$ cat src/logic/qbp_port_regs.vh
// Constants for the quasi-bidirectional port latch block
`ifndef QBP_PORT_REGS_VH
`define QBP_PORT_REGS_VH
`define QBP_LATCH_RESET 8'hff
`define QBP_PULSE_CYCLES 2
`define QBP_PULSE_NS 200
`define QBP_CLK_NS 100
`define QBP_PORT0 3'h0
`define QBP_PORT1 3'h1
`define QBP_PORT2 3'h2
`define QBP_PORT3 3'h3
`define QBP_PORT4 3'h4
`define QBP_OP_WRITE 3'h0
`define QBP_OP_AND 3'h1
`define QBP_OP_OR 3'h2
`define QBP_OP_XOR 3'h3
`define QBP_OP_INC 3'h4
`define QBP_OP_DEC 3'h5
`define QBP_OP_BIT 3'h6
`define QBP_OP_CPL 3'h7
`endif

$ cat src/logic/qbp_ports.v
// Five-port latch, read path and pin driver logic
// Functional notes
// - Write strobe loads port latch
// - Separate latch read and pin read
// - Read-modify-write takes operand from latch
// - Bit write rewrites whole latch byte
// - Zero drives low, one releases pin
// - Latch one turns low driver off
// - Alternate output sets level on ports 1,3,4
// - Bus cycles drive ports 0,2 from bus
// - Port zero strong high only on bus
// - Port zero inputs float without pull-up
// - Ports one to four read high when released
// - Reset sets every latch bit to one
// - Latch updates at end, pins next cycle
// - Rising latch bit on ports one to four gives two-cycle strong pulse
// - High pin level enables weak keeper
// - Very weak pull-up when low driver off
// - Port one keeper and very weak pull-up off for analog
// - Port two strong pull-up during bus
`include "qbp_port_regs.vh"
module qbp_ports #(
   parameter WIDTH = 8,
   parameter P4_WIDTH = 2
) (
   input wire ref_clk,
   input wire sys_rst,
   input wire writeStrobe,
   input wire [2:0] portSel,
   input wire [2:0] opCode,
   input wire [2:0] bitSel,
   input wire bitValue,
   input wire [WIDTH-1:0] busData,
   input wire readLatch,
   input wire readPin,
   output reg [WIDTH-1:0] readData,
   output wire [WIDTH-1:0] rmwOperand,
   input wire extBusCycle,
   input wire [WIDTH-1:0] busAddrData0,
   input wire [WIDTH-1:0] busAddr2,
   input wire [WIDTH-1:0] altOut1,
   input wire [WIDTH-1:0] altOut3,
   input wire [P4_WIDTH-1:0] altOut4,
   input wire [WIDTH-1:0] analogSel1,
   input wire [WIDTH-1:0] pinIn0,
   input wire [WIDTH-1:0] pinIn1,
   input wire [WIDTH-1:0] pinIn2,
   input wire [WIDTH-1:0] pinIn3,
   input wire [P4_WIDTH-1:0] pinIn4,
   output reg [WIDTH-1:0] pinOut0,
   output reg [WIDTH-1:0] pinOe0,
   output reg [WIDTH-1:0] pinOut1,
   output reg [WIDTH-1:0] pinOe1,
   output reg [WIDTH-1:0] pinOut2,
   output reg [WIDTH-1:0] pinOe2,
   output reg [WIDTH-1:0] pinOut3,
   output reg [WIDTH-1:0] pinOe3,
   output reg [P4_WIDTH-1:0] pinOut4,
   output reg [P4_WIDTH-1:0] pinOe4,
   output wire [WIDTH-1:0] strongPullup1,
   output wire [WIDTH-1:0] strongPullup2,
   output wire [WIDTH-1:0] strongPullup3,
   output wire [P4_WIDTH-1:0] strongPullup4,
   output reg [WIDTH-1:0] strongBus0,
   output reg [4*WIDTH-1:0] weakKeeper,
   output reg [4*WIDTH-1:0] veryWeakPullup
);
   reg [WIDTH-1:0] portZeroLatch;
   reg [WIDTH-1:0] portOneLatch;
   reg [WIDTH-1:0] portTwoLatch;
   reg [WIDTH-1:0] portThreeLatch;
   reg [P4_WIDTH-1:0] portFourLatch;
   reg [WIDTH-1:0] next_latch;
   reg [WIDTH-1:0] selLatch;
   reg [WIDTH-1:0] selPin;
   wire [WIDTH-1:0] syncPin0;
   wire [WIDTH-1:0] syncPin1;
   wire [WIDTH-1:0] syncPin2;
   wire [WIDTH-1:0] syncPin3;
   wire [P4_WIDTH-1:0] syncPin4;
   wire [WIDTH-1:0] strong2Pulse;
   reg [WIDTH-1:0] drv0;
   reg [WIDTH-1:0] drv1;
   reg [WIDTH-1:0] drv2;
   reg [WIDTH-1:0] drv3;
   reg [P4_WIDTH-1:0] drv4;
   reg [WIDTH-1:0] strongBus2;
   reg busPhase2;

   // Apply the modify step to a latch operand
   function [WIDTH-1:0] modify;
      input [2:0] op;
      input [WIDTH-1:0] oldVal;
      input [WIDTH-1:0] arg;
      input [2:0] bitIdx;
      input bitVal;
      reg [WIDTH-1:0] tmp;
      begin
         tmp = oldVal;
         case (op)
            `QBP_OP_WRITE: tmp = arg;
            `QBP_OP_AND: tmp = oldVal & arg;
            `QBP_OP_OR: tmp = oldVal | arg;
            `QBP_OP_XOR: tmp = oldVal ^ arg;
            `QBP_OP_INC: tmp = oldVal + {{(WIDTH-1){1'b0}}, 1'b1};
            `QBP_OP_DEC: tmp = oldVal - {{(WIDTH-1){1'b0}}, 1'b1};
            `QBP_OP_BIT: tmp[bitIdx] = bitVal;
            `QBP_OP_CPL: tmp[bitIdx] = ~oldVal[bitIdx];
            default: tmp = oldVal;
         endcase
         modify = tmp;
      end
   endfunction

   // Pin levels resynchronised before use
   // A level changing near the edge never reaches the read mux half-settled
   qbp_sync #(.WIDTH(WIDTH)) uSync0 (
      .ref_clk(ref_clk),
      .sys_rst(sys_rst),
      .asyncIn(pinIn0),
      .syncOut(syncPin0)
   );
   qbp_sync #(.WIDTH(WIDTH)) uSync1 (
      .ref_clk(ref_clk),
      .sys_rst(sys_rst),
      .asyncIn(pinIn1),
      .syncOut(syncPin1)
   );
   qbp_sync #(.WIDTH(WIDTH)) uSync2 (
      .ref_clk(ref_clk),
      .sys_rst(sys_rst),
      .asyncIn(pinIn2),
      .syncOut(syncPin2)
   );
   qbp_sync #(.WIDTH(WIDTH)) uSync3 (
      .ref_clk(ref_clk),
      .sys_rst(sys_rst),
      .asyncIn(pinIn3),
      .syncOut(syncPin3)
   );
   qbp_sync #(.WIDTH(P4_WIDTH)) uSync4 (
      .ref_clk(ref_clk),
      .sys_rst(sys_rst),
      .asyncIn(pinIn4),
      .syncOut(syncPin4)
   );

   // Strong pull-up pulses on ports one to four
   // Port two's pulse gives way to the bus drive while the bus owns the pins
   qbp_pulse #(.WIDTH(WIDTH)) uPulse1 (
      .ref_clk(ref_clk),
      .sys_rst(sys_rst),
      .latchVal(portOneLatch),
      .strongPullupPulse(strongPullup1)
   );
   qbp_pulse #(.WIDTH(WIDTH)) uPulse2 (
      .ref_clk(ref_clk),
      .sys_rst(sys_rst),
      .latchVal(portTwoLatch),
      .strongPullupPulse(strong2Pulse)
   );
   qbp_pulse #(.WIDTH(WIDTH)) uPulse3 (
      .ref_clk(ref_clk),
      .sys_rst(sys_rst),
      .latchVal(portThreeLatch),
      .strongPullupPulse(strongPullup3)
   );
   qbp_pulse #(.WIDTH(P4_WIDTH)) uPulse4 (
      .ref_clk(ref_clk),
      .sys_rst(sys_rst),
      .latchVal(portFourLatch),
      .strongPullupPulse(strongPullup4)
   );

   // Port two also drives strong high for bus ones; the registered copy
   // keeps the strong pull-up in step with the registered low driver,
   // so the two never fight for one cycle at a bus edge
   assign strongPullup2 = busPhase2 ? strongBus2 : strong2Pulse;

   // Select latch and pin of the addressed port
   always @* begin
      case (portSel)
         `QBP_PORT0: begin
            selLatch = portZeroLatch;
            selPin = syncPin0;
         end
         `QBP_PORT1: begin
            selLatch = portOneLatch;
            selPin = syncPin1;
         end
         `QBP_PORT2: begin
            selLatch = portTwoLatch;
            selPin = syncPin2;
         end
         `QBP_PORT3: begin
            selLatch = portThreeLatch;
            selPin = syncPin3;
         end
         `QBP_PORT4: begin
            selLatch = {{(WIDTH-P4_WIDTH){1'b0}}, portFourLatch};
            selPin = {{(WIDTH-P4_WIDTH){1'b0}}, syncPin4};
         end
         default: begin
            selLatch = {WIDTH{1'b0}};
            selPin = {WIDTH{1'b0}};
         end
      endcase
   end

   // Modify steps always use the latch, never the pins
   assign rmwOperand = selLatch;

   // Next latch value for the addressed port
   always @* begin
      next_latch = modify(opCode, selLatch, busData, bitSel, bitValue);
   end

   // Port latches: reset to ones, loaded at end of the write cycle
   always @(posedge ref_clk or posedge sys_rst) begin
      if (sys_rst) begin
         portZeroLatch <= `QBP_LATCH_RESET;
         portOneLatch <= `QBP_LATCH_RESET;
         portTwoLatch <= `QBP_LATCH_RESET;
         portThreeLatch <= `QBP_LATCH_RESET;
         portFourLatch <= {P4_WIDTH{1'b1}};
      end else if (writeStrobe) begin
         case (portSel)
            `QBP_PORT0: portZeroLatch <= next_latch;
            `QBP_PORT1: portOneLatch <= next_latch;
            `QBP_PORT2: portTwoLatch <= next_latch;
            `QBP_PORT3: portThreeLatch <= next_latch;
            `QBP_PORT4: portFourLatch <= next_latch[P4_WIDTH-1:0];
            default: portZeroLatch <= portZeroLatch;
         endcase
      end
   end

   // Read data registered from latch or pin path
   always @(posedge ref_clk or posedge sys_rst) begin
      if (sys_rst) begin
         readData <= {WIDTH{1'b0}};
      end else if (readLatch) begin
         readData <= selLatch;
      end else if (readPin) begin
         readData <= selPin;
      end
   end

   // Driver source levels: bus or latch, alternate output gated by latch
   always @* begin
      drv0 = extBusCycle ? busAddrData0 : portZeroLatch;
      drv1 = portOneLatch & altOut1;
      drv2 = extBusCycle ? busAddr2 : portTwoLatch;
      drv3 = portThreeLatch & altOut3;
      drv4 = portFourLatch & altOut4;
   end

   // Port zero buffer: open drain, strong high only while the bus owns it
   // Pin buffers register one cycle after the latch changes
   always @(posedge ref_clk or posedge sys_rst) begin
      if (sys_rst) begin
         pinOut0 <= {WIDTH{1'b0}};
         pinOe0 <= {WIDTH{1'b1}};
         strongBus0 <= {WIDTH{1'b0}};
      end else begin
         pinOut0 <= {WIDTH{1'b0}};
         pinOe0 <= drv0;
         strongBus0 <= extBusCycle ? busAddrData0 : {WIDTH{1'b0}};
      end
   end

   // Port one buffer
   always @(posedge ref_clk or posedge sys_rst) begin
      if (sys_rst) begin
         pinOut1 <= {WIDTH{1'b0}};
         pinOe1 <= {WIDTH{1'b1}};
      end else begin
         pinOut1 <= {WIDTH{1'b0}};
         pinOe1 <= drv1;
      end
   end

   // Port two buffer with its bus strong drive held in the same cycle
   always @(posedge ref_clk or posedge sys_rst) begin
      if (sys_rst) begin
         pinOut2 <= {WIDTH{1'b0}};
         pinOe2 <= {WIDTH{1'b1}};
         strongBus2 <= {WIDTH{1'b0}};
         busPhase2 <= 1'b0;
      end else begin
         pinOut2 <= {WIDTH{1'b0}};
         pinOe2 <= drv2;
         strongBus2 <= extBusCycle ? busAddr2 : {WIDTH{1'b0}};
         busPhase2 <= extBusCycle;
      end
   end

   // Port three buffer
   always @(posedge ref_clk or posedge sys_rst) begin
      if (sys_rst) begin
         pinOut3 <= {WIDTH{1'b0}};
         pinOe3 <= {WIDTH{1'b1}};
      end else begin
         pinOut3 <= {WIDTH{1'b0}};
         pinOe3 <= drv3;
      end
   end

   // Port four buffer
   // Only the low bits exist on this narrow port
   always @(posedge ref_clk or posedge sys_rst) begin
      if (sys_rst) begin
         pinOut4 <= {P4_WIDTH{1'b0}};
         pinOe4 <= {P4_WIDTH{1'b1}};
      end else begin
         pinOut4 <= {P4_WIDTH{1'b0}};
         pinOe4 <= drv4;
      end
   end

   // Weak keepers follow the synchronised pin level (port zero has none)
   always @(posedge ref_clk or posedge sys_rst) begin
      if (sys_rst) begin
         weakKeeper <= {4*WIDTH{1'b0}};
      end else begin
         weakKeeper <= {{(WIDTH-P4_WIDTH){1'b0}}, syncPin4, syncPin3, syncPin2,
            syncPin1 & ~analogSel1};
      end
   end

   // Very weak pull-ups on ports one to four wherever the low driver is off and the pin is not analog
   always @(posedge ref_clk or posedge sys_rst) begin
      if (sys_rst) begin
         veryWeakPullup <= {4*WIDTH{1'b1}};
      end else begin
         veryWeakPullup <= {{(WIDTH-P4_WIDTH){1'b0}}, drv4, drv3, drv2,
            drv1 & ~analogSel1};
      end
   end
endmodule // qbp_ports

$ cat src/logic/qbp_sync.v
// Two-flop synchroniser for pin levels
module qbp_sync #(
   parameter WIDTH = 8
) (
   input wire ref_clk,
   input wire sys_rst,
   input wire [WIDTH-1:0] asyncIn,
   output reg [WIDTH-1:0] syncOut
);
   reg [WIDTH-1:0] stageOne;

   // First stage feeds only the second
   always @(posedge ref_clk or posedge sys_rst) begin
      if (sys_rst) begin
         stageOne <= {WIDTH{1'b1}};
         syncOut <= {WIDTH{1'b1}};
      end else begin
         stageOne <= asyncIn;
         syncOut <= stageOne;
      end
   end
endmodule // qbp_sync

$ cat src/logic/qbp_pulse.v
// Strong pull-up pulse generator for one port
`include "qbp_port_regs.vh"
module qbp_pulse #(
   parameter WIDTH = 8,
   parameter CLK_NS = `QBP_CLK_NS,
   parameter PULSE_NS = `QBP_PULSE_NS
) (
   input wire ref_clk,
   input wire sys_rst,
   input wire [WIDTH-1:0] latchVal,
   output reg [WIDTH-1:0] strongPullupPulse
);
   localparam integer CYC_RAW = (PULSE_NS + CLK_NS - 1) / CLK_NS;
   localparam integer CYC = (CYC_RAW < 1) ? 1 : CYC_RAW;
   reg [WIDTH-1:0] prevLatch;
   reg [2*WIDTH-1:0] count;
   integer i;

   // Per-bit counter started by a zero-to-one latch edge
   always @(posedge ref_clk or posedge sys_rst) begin
      if (sys_rst) begin
         prevLatch <= {WIDTH{1'b1}};
         count <= {2*WIDTH{1'b0}};
         strongPullupPulse <= {WIDTH{1'b0}};
      end else begin
         prevLatch <= latchVal;
         for (i = 0; i < WIDTH; i = i + 1) begin
            if (latchVal[i] && !prevLatch[i]) begin
               count[2*i +: 2] <= CYC[1:0] - 2'h1;
               strongPullupPulse[i] <= 1'b1;
            end else if (count[2*i +: 2] != 2'h0) begin
               count[2*i +: 2] <= count[2*i +: 2] - 2'h1;
               strongPullupPulse[i] <= 1'b1;
            end else begin
               strongPullupPulse[i] <= 1'b0;
            end
         end
      end
   end
endmodule // qbp_pulse

$ cat config.mk
export PLATFORM = sky130hd
export DESIGN_NAME = qbp_ports
export DESIGN_NICKNAME = d
export VERILOG_FILES = /design/src/logic/qbp_ports.v /design/src/logic/qbp_sync.v /design/src/logic/qbp_pulse.v
export VERILOG_INCLUDE_DIRS = /design/src /design/src/logic
export SDC_FILE = /design/constraint.sdc
export NUM_CORES = 1
export LEC_CHECK = 0
export BUFFER_PORTS_ARGS = -buffer_cell sky130_fd_sc_hd__buf_2
export CAP_MARGIN = 20
export CORE_MARGIN = 5
export CORE_UTILIZATION = 55
export CTS_CLUSTER_DIAMETER = 80
export DETAILED_ROUTE_END_ITERATION = 8
export PLACE_DENSITY = 0.9
export RECOVER_POWER = 100
export SETUP_SLACK_MARGIN = 0.15
export SLEW_MARGIN = 20
export SYNTH_ARGS = -nofsm -noshare
export SYNTH_HDL_FRONTEND = slang
export SYNTH_SLANG_ARGS = --single-unit
export TNS_END_PERCENT = 1
$ cat constraint.sdc
create_clock -name ref_clk -period 17.8 [get_ports ref_clk]
set_input_delay 4.45 -clock ref_clk [delete_from_list [all_inputs] [get_ports ref_clk]]
set_output_delay 4.45 -clock ref_clk [all_outputs]
set_load 0.01 [all_outputs]
==> Yosys cells after proc, flatten, opt, wreduce, memory -nomap -nowiden <==
Cells that the tools add are included.
{ "word_totals": {"latch_bits": 0, "elab_cells": 344, "rom_bits": 0, "inputBits": 100, "regBits": 323, "memories": 0, "ramBits": 0} }
{ "classes": {"add_sub_neg": 28, "n_lt_le_gt_ge": 2, "n_reduce_logical": 113, "n_div": 0, "n_mux": 120, "bitwise_logic": 10, "mul": 0, "eq_ne": 11, "shifts": 0} }
{ "op_table": {"columns": ["operator", "count"], "rows": [
  ["nonzero test 2 bit", 53],
  ["two-way mux 2 bit", 52],
  ["one-hot mux 8 bit (5 select lines)", 2],
  ["one-hot mux 8 bit (8 select lines)", 1],
  ["two-way mux 8 bit", 7],
  ["two-way mux 1 bit", 54],
  ["subtractor 2 x 1 -> 2 bit, second input constant", 26],
  ["bitwise AND 8 bit", 5],
  ["logical AND 1 bit", 27],
  ["zero test 1 bit", 26],
  ["bitwise mux 8 bit", 2],
  ["equality test 3 bit, second input constant", 5],
  ["equality test 3 x 2 -> 1 bit, second input constant", 4],
  ["AND reduction 2 bit", 5],
  ["adder 8 x 1 -> 8 bit, second input constant", 1],
  ["inverter 8 bit", 1],
  ["OR 8 bit", 1],
  ["subtractor 8 x 1 -> 8 bit, second input constant", 1],
  ["bitwise XOR 8 bit", 1],
  ["equality test 3 x 1 -> 1 bit, second input constant", 2],
  ["zero test 3 bit", 2],
  ["< comparator 3 x 4 -> 1 bit, second input constant", 1],
  ["binary-select mux 1 bit (select 3 bit)", 1],
  ["demux 1 bit (select 3 bit)", 1],
  ["3 further kinds", 3]
]} }

==> Logic depth before layout (Yosys ltp) <==
{ "depth": {"depth_word": 7, "mapped_depth": 13, "depth_no_buf": 11} }

==> By module <==
From an unflattened synthesis, not the netlist that was laid out.
{ "unflattened": {"hier_cells": 1068, "hier_area_um2": 12842.3} }
{ "by_module_without_submodules": {"columns": ["mod", "area_per_inst_um2", "seq_area_each_um2", "n_inst", "cells_each"], "rows": [
  ["qbp_ports", 6825.3, 3299.4, 1, 627],
  ["qbp_pulse at uPulse1 ...", 1295.0, 810.8, 3, 113],
  ["qbp_sync at uSync0 ...", 424.2, 420.4, 4, 17],
  ["qbp_pulse at uPulse4", 326.6, 202.7, 1, 29],
  ["qbp_sync at uSync4", 108.9, 105.1, 1, 5]
]} }

==> Worst setup path before layout <==
No wires, ideal clock.
{ "synth_path": {"path_type": "in2out", "startpoint": "input port portSel[0]", "endpoint": "output port rmwOperand[1]", "t_arrival_ns": 5.491, "path_slack_ns": 7.859, "cell_stages": 5, "required_ns": 13.350, "path_cell_list": "buf_4 -> or3b_4 -> o22ai_1 -> nor2_4 -> inv_2"} }
{ "synth_between": {"elab_chain_len": 2} }
{ "synth_rtl": {"columns": ["item", "line_no", "source"], "rows": [
  ["start, declared", "qbp_ports.v:29", "input wire [2:0] portSel,"],
  ["equality test 3 bit (tied with other cells)", "qbp_ports.v:182", "case (portSel)"],
  ["one-hot mux 8 bit (5 select lines) *", "qbp_ports.v:182", null],
  ["end, declared", "qbp_ports.v:37", "output wire [WIDTH-1:0] rmwOperand,"]
]} }
Every way passes the cells marked *; elsewhere a longest branch is shown, timed or not.

==> Worst setup path after layout <==
Same ends and word-level chain as after synthesis.

==> metrics.cfg <==
[status]
status=finished, violations left
violations=max-capacitance violations, max-slew violations

[drt]
drt_first_pass_iters=5
wl_um=29800
drc_errors=0
ant_nets=0
viasPerCell=5.26
post_drt_wl_per_cell_um=17.7
dr.first_iter.drc_count=489
vias=8853

[timing]
tightest_slew_ns=4.52
rsz0062_at_grt=false
drv_slew=141
setup_viol=0
period_share_pct=64.9
period_needed_ns=11.55
clock_skew_ns=0.0177
maxSlewHeadroom_pct=-203
hold_viol_final=0
fin_tns_setup_ns=0
clock.fmax_mhz=86.6

[power_and_ir_drop]
p_per_area_nw_per_um2=144
power_leakage_nw=6.69
peakVddDrop_mv=0.0858

[global_route]
grt_max_degree=191
top_usage_layer=met2
use_met1_pct=29.0
antenna_found_initial=0
grt_first_pass_wirelength_um=47300
use_met3_pct=5.37
grt_usage_pct=22.1
gr-total-overflow=0
met2_usage_pct=37.2
grt_pass1_vias=8944

[cells_and_area]
drive_gt1_share_pct=22.9
final_cell_mix=150 x clkbuf_1, 130 x dfstp_2, 129 x dfrtp_1
final_common_cell=clkbuf_1
finalInstanceArea_um2=14900
fillerInstances=1807
fin_nets=1488
diodes=0
final-seq-area_um2=7720
multi_input_area_um2=4300
syn_to_final_growth_pct=15.7

[floorplanning]
rows=56
die_h_um=163
die_area_um2=26600
ios=282
core_region_area_um2=23300
die_w_um=163
initial_utilization_pct=55.5

[synth]
synth_area_um2=12900
synth-seq-area-share_pct=59.8
ys.flop_type=dfstp_2
ys_ff_latch=300
syn-mean-instance-area_um2=11.6
synth-async-reset-ratio_pct=100
synth_edf_count=0
ys_types=70
postSynthCellCount=1118
netlist_top_cells_area=dfstp_2 35%, dfrtp_1 25%, ha_1 4.6%
synth_top_area_share_pct=34.8
ys.warnings.count=0
synth_largest_area_cell=dfstp_2

[cts]
clockBufferDepth=3
tritoncts=yes
htreeDepth=1
clk_pin_slew_worst_paths_ns=0.07
cts-hold-fix-buffers=0
numCtsBuffers=30
cts.sinks=300
clockRootBuffer=clkbuf_16
clock_latency_ns=0.55
cts-resized-gates=0
cts_setup_buffers=0

[worst_setup_path]
cp-end-kind=output port
worstPathMaxFanout=29
cp_cell_sequence=clkbuf_1 > nor4bb_1 > or2_0 > nor2_1 > inv_1 > buf_2
crit_slowest_cell=clkbuf_1
arrival_ns=7.10
critPathKind=primary input to output port
slowest_delay_ns=1.22
cp-start-kind=primary input
critical_path_required_ns=13.35

[placed_design]
dp_hpwl_um=21200
place_area_um2=14100
gp_congestion=0.945
port_buffers=241

[job]
cap_violations=2

[worst_hold_path]
min_path_type=flop to flop

-- power breakdown --
group          internal, mW  switching, mW
Sequential            0.867         0.0966
Combinational         0.206          0.302
Clock                 0.413          0.263
-- cell type report --
cell class                      instances  area share [%]
Sequential cell                       300            51.7
Multi-Input combinational cell        663            28.8
Timing Repair Buffer                  242            6.97
Clock buffer                           39            5.73
Tap cell                              319            2.67
Inverter                              104            2.62
Clock inverter                         17            1.56
-- path summary, 6_finish.rpt --
path                               startpoint           endpoint  slack (ns)  depth (start not counted)
max                                portSel[0]      rmwOperand[1]        6.25                          6
min                        uSync2.stageOne[6]  uSync2.syncOut[6]        0.35                          0
max reg2reg                   portOneLatch[1]   portZeroLatch[6]       14.25                         11
min reg2reg                uSync2.stageOne[6]  uSync2.syncOut[6]        0.35                          0
max in group asynchronous             sys_rst        readData[3]       10.38                          3
min in group asynchronous             sys_rst      strongBus2[0]        5.27                          2
-- stage by stage --
| step | hold slack (ns) | worst slack [ns] | power (mW) | util [%] | instances |
|---|---|---|---|---|---|
| final | 0.351 | 6.25 | 2.15 | 64.2 | 1684 |
| after global placement | 0.345 | 7.17 | 1.46 | 60.6 | 1628 |
| after floorplan | 0.345 | 5.34 | 1.34 | - | 1158 |
| after global routing | 0.358 | 6.09 | 2.29 | 64.2 | 1684 |
| after CTS | 0.354 | 7.09 | 2.19 | 65.2 | 1684 |
| after detailed placement | 0.347 | 7.10 | 1.50 | 60.6 | 1628 |
-- routing by layer --
layer  wire length [um]  part of all wire, %
met1              12200                   41
met2              14300                   48
met3               2550                  8.6
met4                679                  2.3
met5                  0                    0
-- sequential cells by signal, indices dropped and copies added, names as in the netlist, 16 cells and up --
name,flops
uPulse1.count,16
uPulse3.count,16
veryWeakPullup,27
uPulse2.count,16
weakKeeper,26
-- worst max-delay path, delay by kind of cell --
family                 cells  cell delay, ns
AND/OR/NAND/NOR            3            1.03
buffers and inverters      3            1.60
-- synth_stat cells (3+ instances only) --
library cell,count
buf_4,65
nand2_1,126
a22oi_1,5
a21o_1,3
clkbuf_1,21
and3_1,3
inv_1,103
a21oi_1,70
xor2_1,26
nand3b_1,4
a32oi_1,3
mux2_2,25
mux4_1,4
o22ai_1,10
nand3_1,9
dfstp_2,171
nor4_1,6
a221oi_1,7
o41ai_1,4
o221ai_1,4
o31ai_1,10
ha_1,47
nor2b_1,27
a211o_1,4
nor3_1,12
nand2b_1,10
dfrtp_1,129
a31oi_1,3
mux2i_1,21
xnor2_1,4
and2_1,38
o21ai_0,39
nor2_1,55
-- kinds of logic (layout without fill, tap and decap cells) --
| group | after synthesis | after routing | synth area share, % |
|---|---|---|---|
| multiplexers | 52 | 52 | 4.97 |
| other | 1 | 41 | 0.0290 |
| flip-flops | 300 | 300 | 59.8 |
| AND/OR/NAND/NOR | 309 | 309 | 11.7 |
| buffers and inverters | 195 | 402 | 7.72 |
| adder cells (fa/ha/maj) | 47 | 47 | 4.55 |
| XOR/XNOR | 30 | 30 | 2.03 |
| AO/OA/AOI/OAI | 184 | 184 | 9.20 |
(Power assumes the default switching activity.)
